### config.mk
export PLATFORM = sky130hd
export DESIGN_NAME = spc_suspend_plane_control
export DESIGN_NICKNAME = d
export VERILOG_FILES = /design/src/core/spc_pkg.sv /design/src/core/spc_suspend_plane_control.sv
export VERILOG_INCLUDE_DIRS = /design/src /design/src/core
export SDC_FILE = /design/constraint.sdc
export NUM_CORES = 1
export LEC_CHECK = 0
export BUFFER_PORTS_ARGS = -buffer_cell sky130_fd_sc_hd__clkbuf_2
export CORE_ASPECT_RATIO = 1.25
export CORE_MARGIN = 2
export CORE_UTILIZATION = 30
export CTS_BUF_LIST = sky130_fd_sc_hd__clkbuf_16
export DETAILED_ROUTE_END_ITERATION = 8
export PLACE_DENSITY = 0.53
export SKIP_LAST_GASP = 1
export SYNTH_ARGS = -nofsm -noshare
export SYNTH_HDL_FRONTEND = slang
export SYNTH_SLANG_ARGS = --single-unit
### constraint.sdc
create_clock -name REF_CLK_IN -period 3.3 [get_ports REF_CLK_IN]
set_input_delay 0.165 -clock REF_CLK_IN [delete_from_list [all_inputs] [get_ports REF_CLK_IN]]
set_output_delay 0.165 -clock REF_CLK_IN [all_outputs]
set_load 0.01 [all_outputs]
### src/core/spc_defs.svh
// constants for the suspend plane control block
`ifndef SPC_DEFS_SVH
`define SPC_DEFS_SVH
`define SPC_CLK_HZ 100000000
`define SPC_DEBOUNCE_MS 16
`define SPC_DEBOUNCE_CYC ((`SPC_CLK_HZ / 1000) * `SPC_DEBOUNCE_MS)
`define SPC_SUSP_ON 4'h1
`define SPC_SUSP_POS 4'h2
`define SPC_SUSP_STR 4'h4
`define SPC_SUSP_STD 4'h8
`endif

### src/core/spc_pkg.sv
// types for the suspend plane control block
package spc_pkg;
  typedef enum logic [3:0] {
    SPC_ON = 4'b0001,
    SPC_POS = 4'b0010,
    SPC_STR = 4'b0100,
    SPC_STD = 4'b1000
  } spc_state_e;
  typedef logic [1:0] spc_req_t;
  localparam spc_req_t SPC_REQ_ON = 2'h0;
  localparam spc_req_t SPC_REQ_POS = 2'h1;
  localparam spc_req_t SPC_REQ_STR = 2'h2;
  localparam spc_req_t SPC_REQ_STD = 2'h3;
endpackage

### src/core/spc_suspend_plane_control.sv
// suspend plane pin logic: plane controls, clock stop, wake inputs
`timescale 1ns/1ps
`include "spc_defs.svh"
module spc_suspend_plane_control
  import spc_pkg::*;
#(
  parameter int CLK_HZ = `SPC_CLK_HZ,
  parameter int DEBOUNCE_CYC = (CLK_HZ / 1000) * `SPC_DEBOUNCE_MS
) (
  input wire logic REF_CLK_IN,
  input wire logic RESET_IN,
  input wire logic RESUME_RESET_N_IN,
  input wire logic [1:0] SUSPEND_REQ_IN,
  input wire logic PCI_STOP_REQ_IN,
  input wire logic CLKSTOP_GPO_SEL_IN,
  input wire logic SECONDARY_GPO_SEL_IN,
  input wire logic TERTIARY_GPO_SEL_IN,
  input wire logic GP_OUT_CLKSTOP_ALT_IN,
  input wire logic GP_OUT_SECONDARY_ALT_IN,
  input wire logic GP_OUT_TERTIARY_ALT_IN,
  input wire logic RING_GPI_SEL_IN,
  input wire logic ALERT_GPI_SEL_IN,
  input wire logic ALERT_IRQ_EN_IN,
  input wire logic ALERT_RESUME_EN_IN,
  input wire logic POWER_BUTTON_N_IN,
  input wire logic RING_INDICATE_N_IN,
  input wire logic SMBUS_ALERT_N_IN,
  input wire logic SMBUS_CLK_IN,
  input wire logic SMBUS_DATA_IN,
  output logic PCI_CLOCK_STOP_N_OUT,
  output logic PRIMARY_PLANE_OFF_N_OUT,
  output logic SECONDARY_PLANE_OFF_N_OUT,
  output logic TERTIARY_PLANE_OFF_N_OUT,
  output logic POWER_BUTTON_EVENT_OUT,
  output logic POWER_BUTTON_LEVEL_OUT,
  output logic RING_WAKE_EVENT_OUT,
  output logic GP_IN_RING_ALT_OUT,
  output logic GP_IN_ALERT_ALT_OUT,
  output logic ALERT_IRQ_OUT,
  output logic ALERT_RESUME_OUT,
  output logic SMBUS_CLK_OUT,
  output logic SMBUS_CLK_OE_OUT,
  output logic SMBUS_DATA_OUT,
  output logic SMBUS_DATA_OE_OUT
);

  // ****************************************
  // reset and synchronisers
  // ****************************************
  // either reset clears the suspend-well logic
  wire rst = RESET_IN | ~RESUME_RESET_N_IN;

  logic [2:0] meta_reg;
  logic [2:0] sync_reg;
  logic [2:0] prev_reg;
  always_ff @(posedge REF_CLK_IN or posedge rst) begin
    if (rst) begin
      meta_reg <= 3'h7;
      sync_reg <= 3'h7;
      prev_reg <= 3'h7;
    end else begin
      meta_reg <= {SMBUS_ALERT_N_IN, RING_INDICATE_N_IN, POWER_BUTTON_N_IN};
      sync_reg <= meta_reg;
      prev_reg <= sync_reg;
    end
  end
  wire pb_sync_n = sync_reg[0];
  wire ring_sync_n = sync_reg[1];
  wire alert_sync_n = sync_reg[2];

  // ****************************************
  // power button debounce
  // ****************************************
  localparam int CW = $clog2(DEBOUNCE_CYC + 1);
  logic [CW-1:0] db_cnt_reg;
  logic pb_stable_n_reg;
  logic pb_event_reg;
  wire pb_differs = pb_sync_n != pb_stable_n_reg;
  wire db_done = db_cnt_reg == CW'(DEBOUNCE_CYC - 1);
  always_ff @(posedge REF_CLK_IN or posedge rst) begin
    if (rst) begin
      db_cnt_reg <= '0;
      pb_stable_n_reg <= 1'b1;
      pb_event_reg <= 1'b0;
    end else begin
      pb_event_reg <= 1'b0;
      if (!pb_differs) begin
        db_cnt_reg <= '0;
      end else if (db_done) begin
        db_cnt_reg <= '0;
        pb_stable_n_reg <= pb_sync_n;
        pb_event_reg <= ~pb_sync_n;
      end else begin
        db_cnt_reg <= db_cnt_reg + CW'(1);
      end
    end
  end
  assign POWER_BUTTON_EVENT_OUT = pb_event_reg;
  assign POWER_BUTTON_LEVEL_OUT = ~pb_stable_n_reg;

  // ****************************************
  // ring indicate and smbus alert
  // ****************************************
  wire ring_fall = prev_reg[1] & ~ring_sync_n;
  wire alert_act = ~alert_sync_n & ~ALERT_GPI_SEL_IN;
  logic ring_wake_reg;
  logic alert_irq_reg;
  logic alert_res_reg;
  always_ff @(posedge REF_CLK_IN or posedge rst) begin
    if (rst) begin
      ring_wake_reg <= 1'b0;
      alert_irq_reg <= 1'b0;
      alert_res_reg <= 1'b0;
    end else begin
      ring_wake_reg <= ring_fall & ~RING_GPI_SEL_IN;
      alert_irq_reg <= alert_act & ALERT_IRQ_EN_IN;
      alert_res_reg <= alert_act & ALERT_RESUME_EN_IN;
    end
  end
  assign RING_WAKE_EVENT_OUT = ring_wake_reg;
  assign ALERT_IRQ_OUT = alert_irq_reg;
  assign ALERT_RESUME_OUT = alert_res_reg;
  // gp inputs read raw synchronised levels
  assign GP_IN_RING_ALT_OUT = ring_sync_n;
  assign GP_IN_ALERT_ALT_OUT = alert_sync_n;

  // ****************************************
  // suspend state and plane controls
  // ****************************************
  spc_state_e state_reg;
  spc_state_e state_next;
  always_comb begin
    case (SUSPEND_REQ_IN)
      SPC_REQ_POS: state_next = SPC_POS;
      SPC_REQ_STR: state_next = SPC_STR;
      SPC_REQ_STD: state_next = SPC_STD;
      default: state_next = SPC_ON;
    endcase
  end

  logic pci_n_reg;
  logic pri_n_reg;
  logic sec_n_reg;
  logic ter_n_reg;
  wire in_pos = state_next == SPC_POS;
  wire deep = (state_next == SPC_STR) | (state_next == SPC_STD);
  wire pri_n = ~(in_pos | deep);
  wire sec_plane_n = ~deep;
  wire sec_n = SECONDARY_GPO_SEL_IN ? GP_OUT_SECONDARY_ALT_IN : sec_plane_n;
  wire ter_plane_n = state_next != SPC_STD;
  wire ter_n = TERTIARY_GPO_SEL_IN ? GP_OUT_TERTIARY_ALT_IN : ter_plane_n;
  wire pci_n = CLKSTOP_GPO_SEL_IN ? GP_OUT_CLKSTOP_ALT_IN : ~PCI_STOP_REQ_IN;

  // plane pins low and clock stop pin high in reset, afterwards they follow the suspend or stop request or the gpo select
  always_ff @(posedge REF_CLK_IN or posedge rst) begin
    if (rst) begin
      state_reg <= SPC_ON;
      pci_n_reg <= 1'b1;
      pri_n_reg <= 1'b0;
      sec_n_reg <= 1'b0;
      ter_n_reg <= 1'b0;
    end else begin
      state_reg <= state_next;
      pci_n_reg <= pci_n;
      pri_n_reg <= pri_n;
      sec_n_reg <= sec_n;
      ter_n_reg <= ter_n;
    end
  end
  assign PCI_CLOCK_STOP_N_OUT = pci_n_reg;
  assign PRIMARY_PLANE_OFF_N_OUT = pri_n_reg;
  assign SECONDARY_PLANE_OFF_N_OUT = sec_n_reg;
  assign TERTIARY_PLANE_OFF_N_OUT = ter_n_reg;

  // ****************************************
  // smbus pins
  // ****************************************
  // the smbus engine lives elsewhere; this block never drives the pins
  assign SMBUS_CLK_OUT = 1'b0;
  assign SMBUS_CLK_OE_OUT = 1'b0;
  assign SMBUS_DATA_OUT = 1'b0;
  assign SMBUS_DATA_OE_OUT = 1'b0;
endmodule

==> results of run 1 <==
[report_power, final]
part           internal (mW)  switching (mW)
logic                 0.0215          0.0284
registers              0.470         0.00740
clock network          0.276           0.179
[worst max-delay path: stages, from the launching register on]
cell and delay [ns]:
dfrtp_1 0.46, nand4_1 0.15, or4b_4 0.54, o31ai_4 0.68, nor2_1 0.12
[cells in the mapped netlist]
master	number
a211oi_1	1
a21oi_1	4
and2_1	1
and3_1	3
and4_1	2
buf_2	2
buf_4	5
buf_6	1
clkbuf_1	1
clkbuf_2	1
conb_1	1
dfrtp_1	28
dfstp_2	9
ha_1	1
inv_1	5
mux2_2	2
mux2i_1	1
nand2_1	6
nand3_1	10
nand4_1	10
nor2_1	18
nor2b_1	1
nor3_1	6
nor3b_1	4
nor4_1	2
nor4b_1	1
o21ai_0	4
o31ai_1	2
o31ai_4	1
or3_1	3
or4_1	3
or4b_4	1
xnor2_1	8
xor2_1	7
[path summary, 6_finish.rpt]
check / endpoint / slack, ns
min reg2reg: sync_reg[2]$_DFF_PP1_ / 0.35
max in group asynchronous: db_cnt_reg[5]$_DFF_PP0_ / 2.51
min in group asynchronous: ALERT_IRQ_OUT$_DFF_PP0_ / 0.18
max reg2reg: db_cnt_reg[5]$_DFF_PP0_ / 1.20
min: RING_WAKE_EVENT_OUT$_DFF_PP0_ / 0.03
max: db_cnt_reg[5]$_DFF_PP0_ / 1.20
[kinds of logic (layout without fill, tap and decap cells)]
| logic type | count (synthesis) | after routing | share of synthesized area (%) |
|---|---|---|---|
| compound gates | 12 | 12 | 5.00 |
| xor+xnor | 15 | 15 | 7.84 |
| buf+inv | 15 | 45 | 5.15 |
| fa+ha+maj | 1 | 1 | 0.747 |
| other cells | 1 | 4 | 0.224 |
| simple gates | 71 | 71 | 23.2 |
| flops | 37 | 37 | 55.9 |
| mux | 3 | 3 | 1.94 |
[what timing repair did]
item	4_1_cts	5_1_grt
hold endpoints to repair	3	0
hold buffers	3	0
resized for setup	0	0
[stage by stage]
step / utilization (%) / setup slack (ns) / cells
finish: 37.5 / 1.20 / 252
detailed placement: 34.3 / 1.17 / 241
global route: 37.5 / 1.01 / 252
global placement: 34.3 / 1.16 / 241
floorplan: - / 0.967 / 158
CTS: 37.5 / 1.16 / 252
[routing by layer]
metal / up-vias / track usage [%]
met5: - / 0
met4: 0 / 8.23
met3: 7 / 3.22
met2: 18 / 19.5
met1: 603 / 13.2
li1: 597 / -
[area by class of cell]
cell class | count | area share, %
tap | 64 | 3.95
sequential | 37 | 46.3
clock inverter | 3 | 0.926
multi-input combinational | 106 | 33.1
timing repair buffer | 32 | 8.65
inverter | 5 | 0.926
clock buffer | 5 | 6.18
==> qor.txt, run 1 <==
Layout area overhead: 20.9%
Crit path kind: reg -> reg
Reg2Reg Depth: 4
Synth area leaders: dfrtp_1, dfstp_2, xnor2_1, nor2_1, nand4_1
Critical path peak fanout: 17
Synth top area share: 41.8%
Clk_lat worst skew: 0.28 ns
Pwr/cell area: 485 nW/um^2
Diode count: 0
Crit. End Element: flip-flop
Sinks on Clock Net: 37
Wl on met1: 1.36 mm
Peak Freq: 0.476 GHz
Synthesized area: 1680 um^2
Multi-input logic area: 671 um^2
Clk pin slew, worst setup/hold paths: 0.05 ns
Outcome: finished, final reports clean
Fillers: 556
Vias: 1225
Die Wd: 70.8 um
Number of I/O pins: 36
DRC: 0
Worst VDD drop: 0.407 mV
Syn Inst Count: 155
Post-Route WL: 3.15 mm
Number of slew-limit violations in the final report: 0
Final min period: 2.10 ns
Max-cap violations: 0
Setup TNS: 0 ns
WHS: 0.0292 ns
Number of global-route vias before repair: 1154
Initial Util: 31.0%
Unrepaired setup endpoints after global routing: no
Die H: 87.6 um
Layout cells sized above 1: 26.6%
Largest register FFs: 21
Clock tree buffer depth: 2
All-layer global routing usage: 11.8%
First-pass GRT wire length: 5.48 mm
Die area: 6200 um^2
Wire length per cell: 12.5 um
Sequential area share after synthesis: 55.9%
Worst Setup Start Kind: flip-flop
Detailed router's first-iteration violation count: 31
CTS Buf Count: 5
Total setup buffers inserted after CTS: 0
Yosys warns: 0
Max-Slew Margin vs Limit: 33.5%
GPL Wtd Cong: 0.773
Hold depth: 2
Design area: 2030 um^2
Met3 wire len: 102 um
Worst slew pin tran: 0.995 ns
Worst Setup SP: db_cnt_reg[6]$_DFF_PP0_
Hpwl dp: 2.18 mm
Worst EP arrival: 2.24 ns
Most frequent cells in the layout: clkbuf_2, dfrtp_1, nor2_1
Tot Pwr: 0.983 mW
DRT antenna net count: 0
FF-to-FF Start: db_cnt_reg[6]$_DFF_PP0_
NumNets Final: 209
DP Area: 1850 um^2
Hold Crit Class: in -> reg
Fin crit share: 63.7%
LEAKAGE: 0.843 nW
Cell Rows: 30
H-tree Lvls: 2
Core box area: 5410 um^2
1st-pass router iterations: 4
Port Buf Inserts: 29
Final setup viols: 0
Gr ovfl total: 0
Initial antenna violation count: 0
Min-delay src: RING_GPI_SEL_IN
Via/cell ratio: 4.86
Layout Skew: 0.00281 ns
Most common cell after layout, fill and taps aside: clkbuf_2
Area leader, netlist: dfrtp_1
Data required, critical path: 3.44 ns
Root Driver: clkbuf_16
Seq. cell area: 937 um^2
Largest net degree at the start of global routing: 38
Highest routed layer: met4
Final Hold Fails: 0
CTS tree: yes
Met2 wire length: 1.58 mm
Synthesized flop and latch total: 37
Syn_area_per_cell: 10.8 um^2
Count of cell types in the netlist: 34
No activity file was read; power rests on OpenSTA's default activity.
==> run 2, diff against run 1 <==
--- a/config.mk
+++ b/config.mk
@@ -12,7 +12,7 @@
 export CORE_UTILIZATION = 30
 export CTS_BUF_LIST = sky130_fd_sc_hd__clkbuf_16
 export DETAILED_ROUTE_END_ITERATION = 8
-export PLACE_DENSITY = 0.53
+export PLACE_DENSITY = 0.55
 export SKIP_LAST_GASP = 1
 export SYNTH_ARGS = -nofsm -noshare
 export SYNTH_HDL_FRONTEND = slang
==> constraint.sdc (replaced) <==
create_clock -name REF_CLK_IN -period 1.89 [get_ports REF_CLK_IN]
set_input_delay 0.0945 -clock REF_CLK_IN [delete_from_list [all_inputs] [get_ports REF_CLK_IN]]
set_output_delay 0.0945 -clock REF_CLK_IN [all_outputs]
set_load 0.01 [all_outputs]
==> qor.txt, run 2 (synthesis gave the netlist of run 1 again) <==
Worst Setup Start Kind: flip-flop
Die H: 87.6 um (unchanged)
Most frequent cells in the layout: clkbuf_2, dfrtp_1, nor2_1
Gr ovfl total: 0 (unchanged)
Fin crit share: 94.1% (+30 points)
Crit. End Element: flip-flop
Post-layout util: 40.5% (+3.1 points)
Setup TNS: 0 ns (unchanged)
Port Buf Inserts: 29 (unchanged)
Gates resized, CTS repair: 0 (unchanged)
DRT antenna net count: 0 (unchanged)
GPL Wtd Cong: 0.770 (-0.35%)
Met2 wire length: 1.72 mm (+8.8%)
Clk_lat worst skew: 0.27 ns (about the same)
Die Wd: 70.8 um (unchanged)
Dpl cells: 253 (+5.0%)
Core box area: 5410 um^2 (unchanged)
Wl on met1: 1.38 mm (+1.3%)
Hold Crit Class: in -> async
Crit path kind: reg -> reg
Via/cell ratio: 4.71 (-3.1%)
Fillers: 560 (+0.72%)
1st-pass router iterations: 4 (unchanged)
NumNets Final: 228 (+9.1%)
Met3 wire len: 136 um (+33%)
Number of slew-limit violations in the final report: 0 (unchanged)
Number of I/O pins: 36 (unchanged)
Detailed router's first-iteration violation count: 18 (-42%)
Largest register FFs: 21 (unchanged)
Layout Skew: 0.00226 ns (-0.000556 ns)
Vias: 1277 (+4.2%)
Clk pin slew, worst setup/hold paths: 0.05 ns (about the same)
H-tree Lvls: 2 (unchanged)
Slowest-stage cell, CP: or4_1
DRC: 0 (unchanged)
Worst VDD drop: 0.823 mV (+100%)
Wire length per cell: 12.0 um (-3.7%)
Diode count: 0 (unchanged)
Peak Freq: 0.562 GHz (+18%)
Highest routed layer: met4
Final setup viols: 0 (unchanged)
Slowest stage delay, CP: 0.40 ns (-0.28 ns)
Max-cap violations: 0 (unchanged)
Die area: 6200 um^2 (unchanged)
CTS tree: yes
Number of global-route vias before repair: 1327 (+15%)
Clock tree buffer depth: 2 (unchanged)
Final Hold Fails: 28 (+28)
Initial Util: 31.0% (unchanged)
Failing checks: negative hold slack
Post-Layout Cell Count: 271 (+7.5%)
Unrepaired setup endpoints after global routing: no
Root Driver: clkbuf_16
Cell Rows: 30 (unchanged)
LEAKAGE: 0.947 nW (+12%)
Final min period: 1.78 ns (-0.323 ns)
WHS: -0.0235 ns (-0.0527 ns)
Data required, critical path: 2.09 ns (-1.35 ns)
All-layer global routing usage: 12.0% (+0.20 points)
Layout area overhead: 30.8%
First-pass GRT wire length: 5.91 mm (+7.9%)
Post-Route WL: 3.26 mm (+3.5%)
Worst EP arrival: 1.98 ns (-0.26 ns)
Outcome: finished with violations
Largest net degree at the start of global routing: 38 (unchanged)
Crit path cell chain: ha_1 -> nand4_1 -> or3_1 -> or4_1 -> a21oi_1
Layout cells sized above 1: 30.4% (+3.8 points)
Pwr/cell area: 783 nW/um^2 (+61%)
Initial antenna violation count: 0 (unchanged)
Hpwl dp: 2.35 mm (+8.1%)
Most common cell after layout, fill and taps aside: clkbuf_2
CTS Buf Count: 5 (unchanged)
Sinks on Clock Net: 37 (unchanged)
Critical path peak fanout: 5 (-12)
run 2: routing by layer:
layer / vias to the layer above / global-route usage, %
met2: 31 / 21.5
met1: 603 / 14.0
li1: 639 / -
met4: 0 / 3.60
met3: 4 / 3.34
met5: - / 0
run 2: path summary, 6_finish.rpt:
check	start	end	slack, ns	cells past startpoint
setup reg to reg	db_cnt_reg[1]$_DFF_PP0_	db_cnt_reg[20]$_DFF_PP0_	0.11	5
setup / recovery	db_cnt_reg[1]$_DFF_PP0_	db_cnt_reg[20]$_DFF_PP0_	0.11	5
max in group asynchronous	RESET_IN	prev_reg[1]$_DFF_PP1_	1.56	3
min in group REF_CLK_IN	SECONDARY_GPO_SEL_IN	SECONDARY_PLANE_OFF_N_OUT$_DFF_PP0_	0.02	2
hold / removal	RESUME_RESET_N_IN	ALERT_RESUME_OUT$_DFF_PP0_	-0.02	3
hold reg to reg	meta_reg[2]$_DFF_PP1_	sync_reg[2]$_DFF_PP1_	0.35	0
run 2: cell type report:
type                            count  area (um^2)  area share, %
Multi-Input combinational cell    106          671           30.6
Sequential cell                    37          937           42.8
Clock buffer                        5          125           5.71
Clock inverter                      3         13.8          0.628
Inverter                            5         18.8          0.857
Tap cell                           64         80.1           3.66
Timing Repair Buffer               51          345           15.8
run 2: worst max-delay path: cells and delay by family (launching register included):
kind	cells	cell delay (ns)
AOI/OAI and AO/OA	1	0.15
adders and majority gates	1	0.27
DFF	1	0.38
and+or+nand+nor	3	0.91
run 2: power breakdown:
group / total (mW) / switching (mW) / leakage [nW] / internal, mW
registers: 0.833 / 0.0116 / 0.474 / 0.821
logic: 0.111 / 0.0550 / 0.398 / 0.0562
clock network: 0.771 / 0.293 / 0.0748 / 0.478
total: 1.71 / 0.360 / 0.947 / 1.36
run 2: per-stage QoR:
stage,power [mW],cell area (um^2),worst slack (ns)
finish,1.71,2190,0.112
global route,1.79,2190,0.00812
CTS,1.75,2180,0.107
detailed placement,0.945,1950,0.128
global placement,0.944,1950,0.130
floorplan,0.898,1690,0.123
run 2: repair_timing:
item / 4_1_cts / 5_1_grt
setup endpoints to repair: 0 / 2
hold buffers: 9 / 0
setup buffers: 0 / 1
endpoints found under the hold margin: 8 / 0
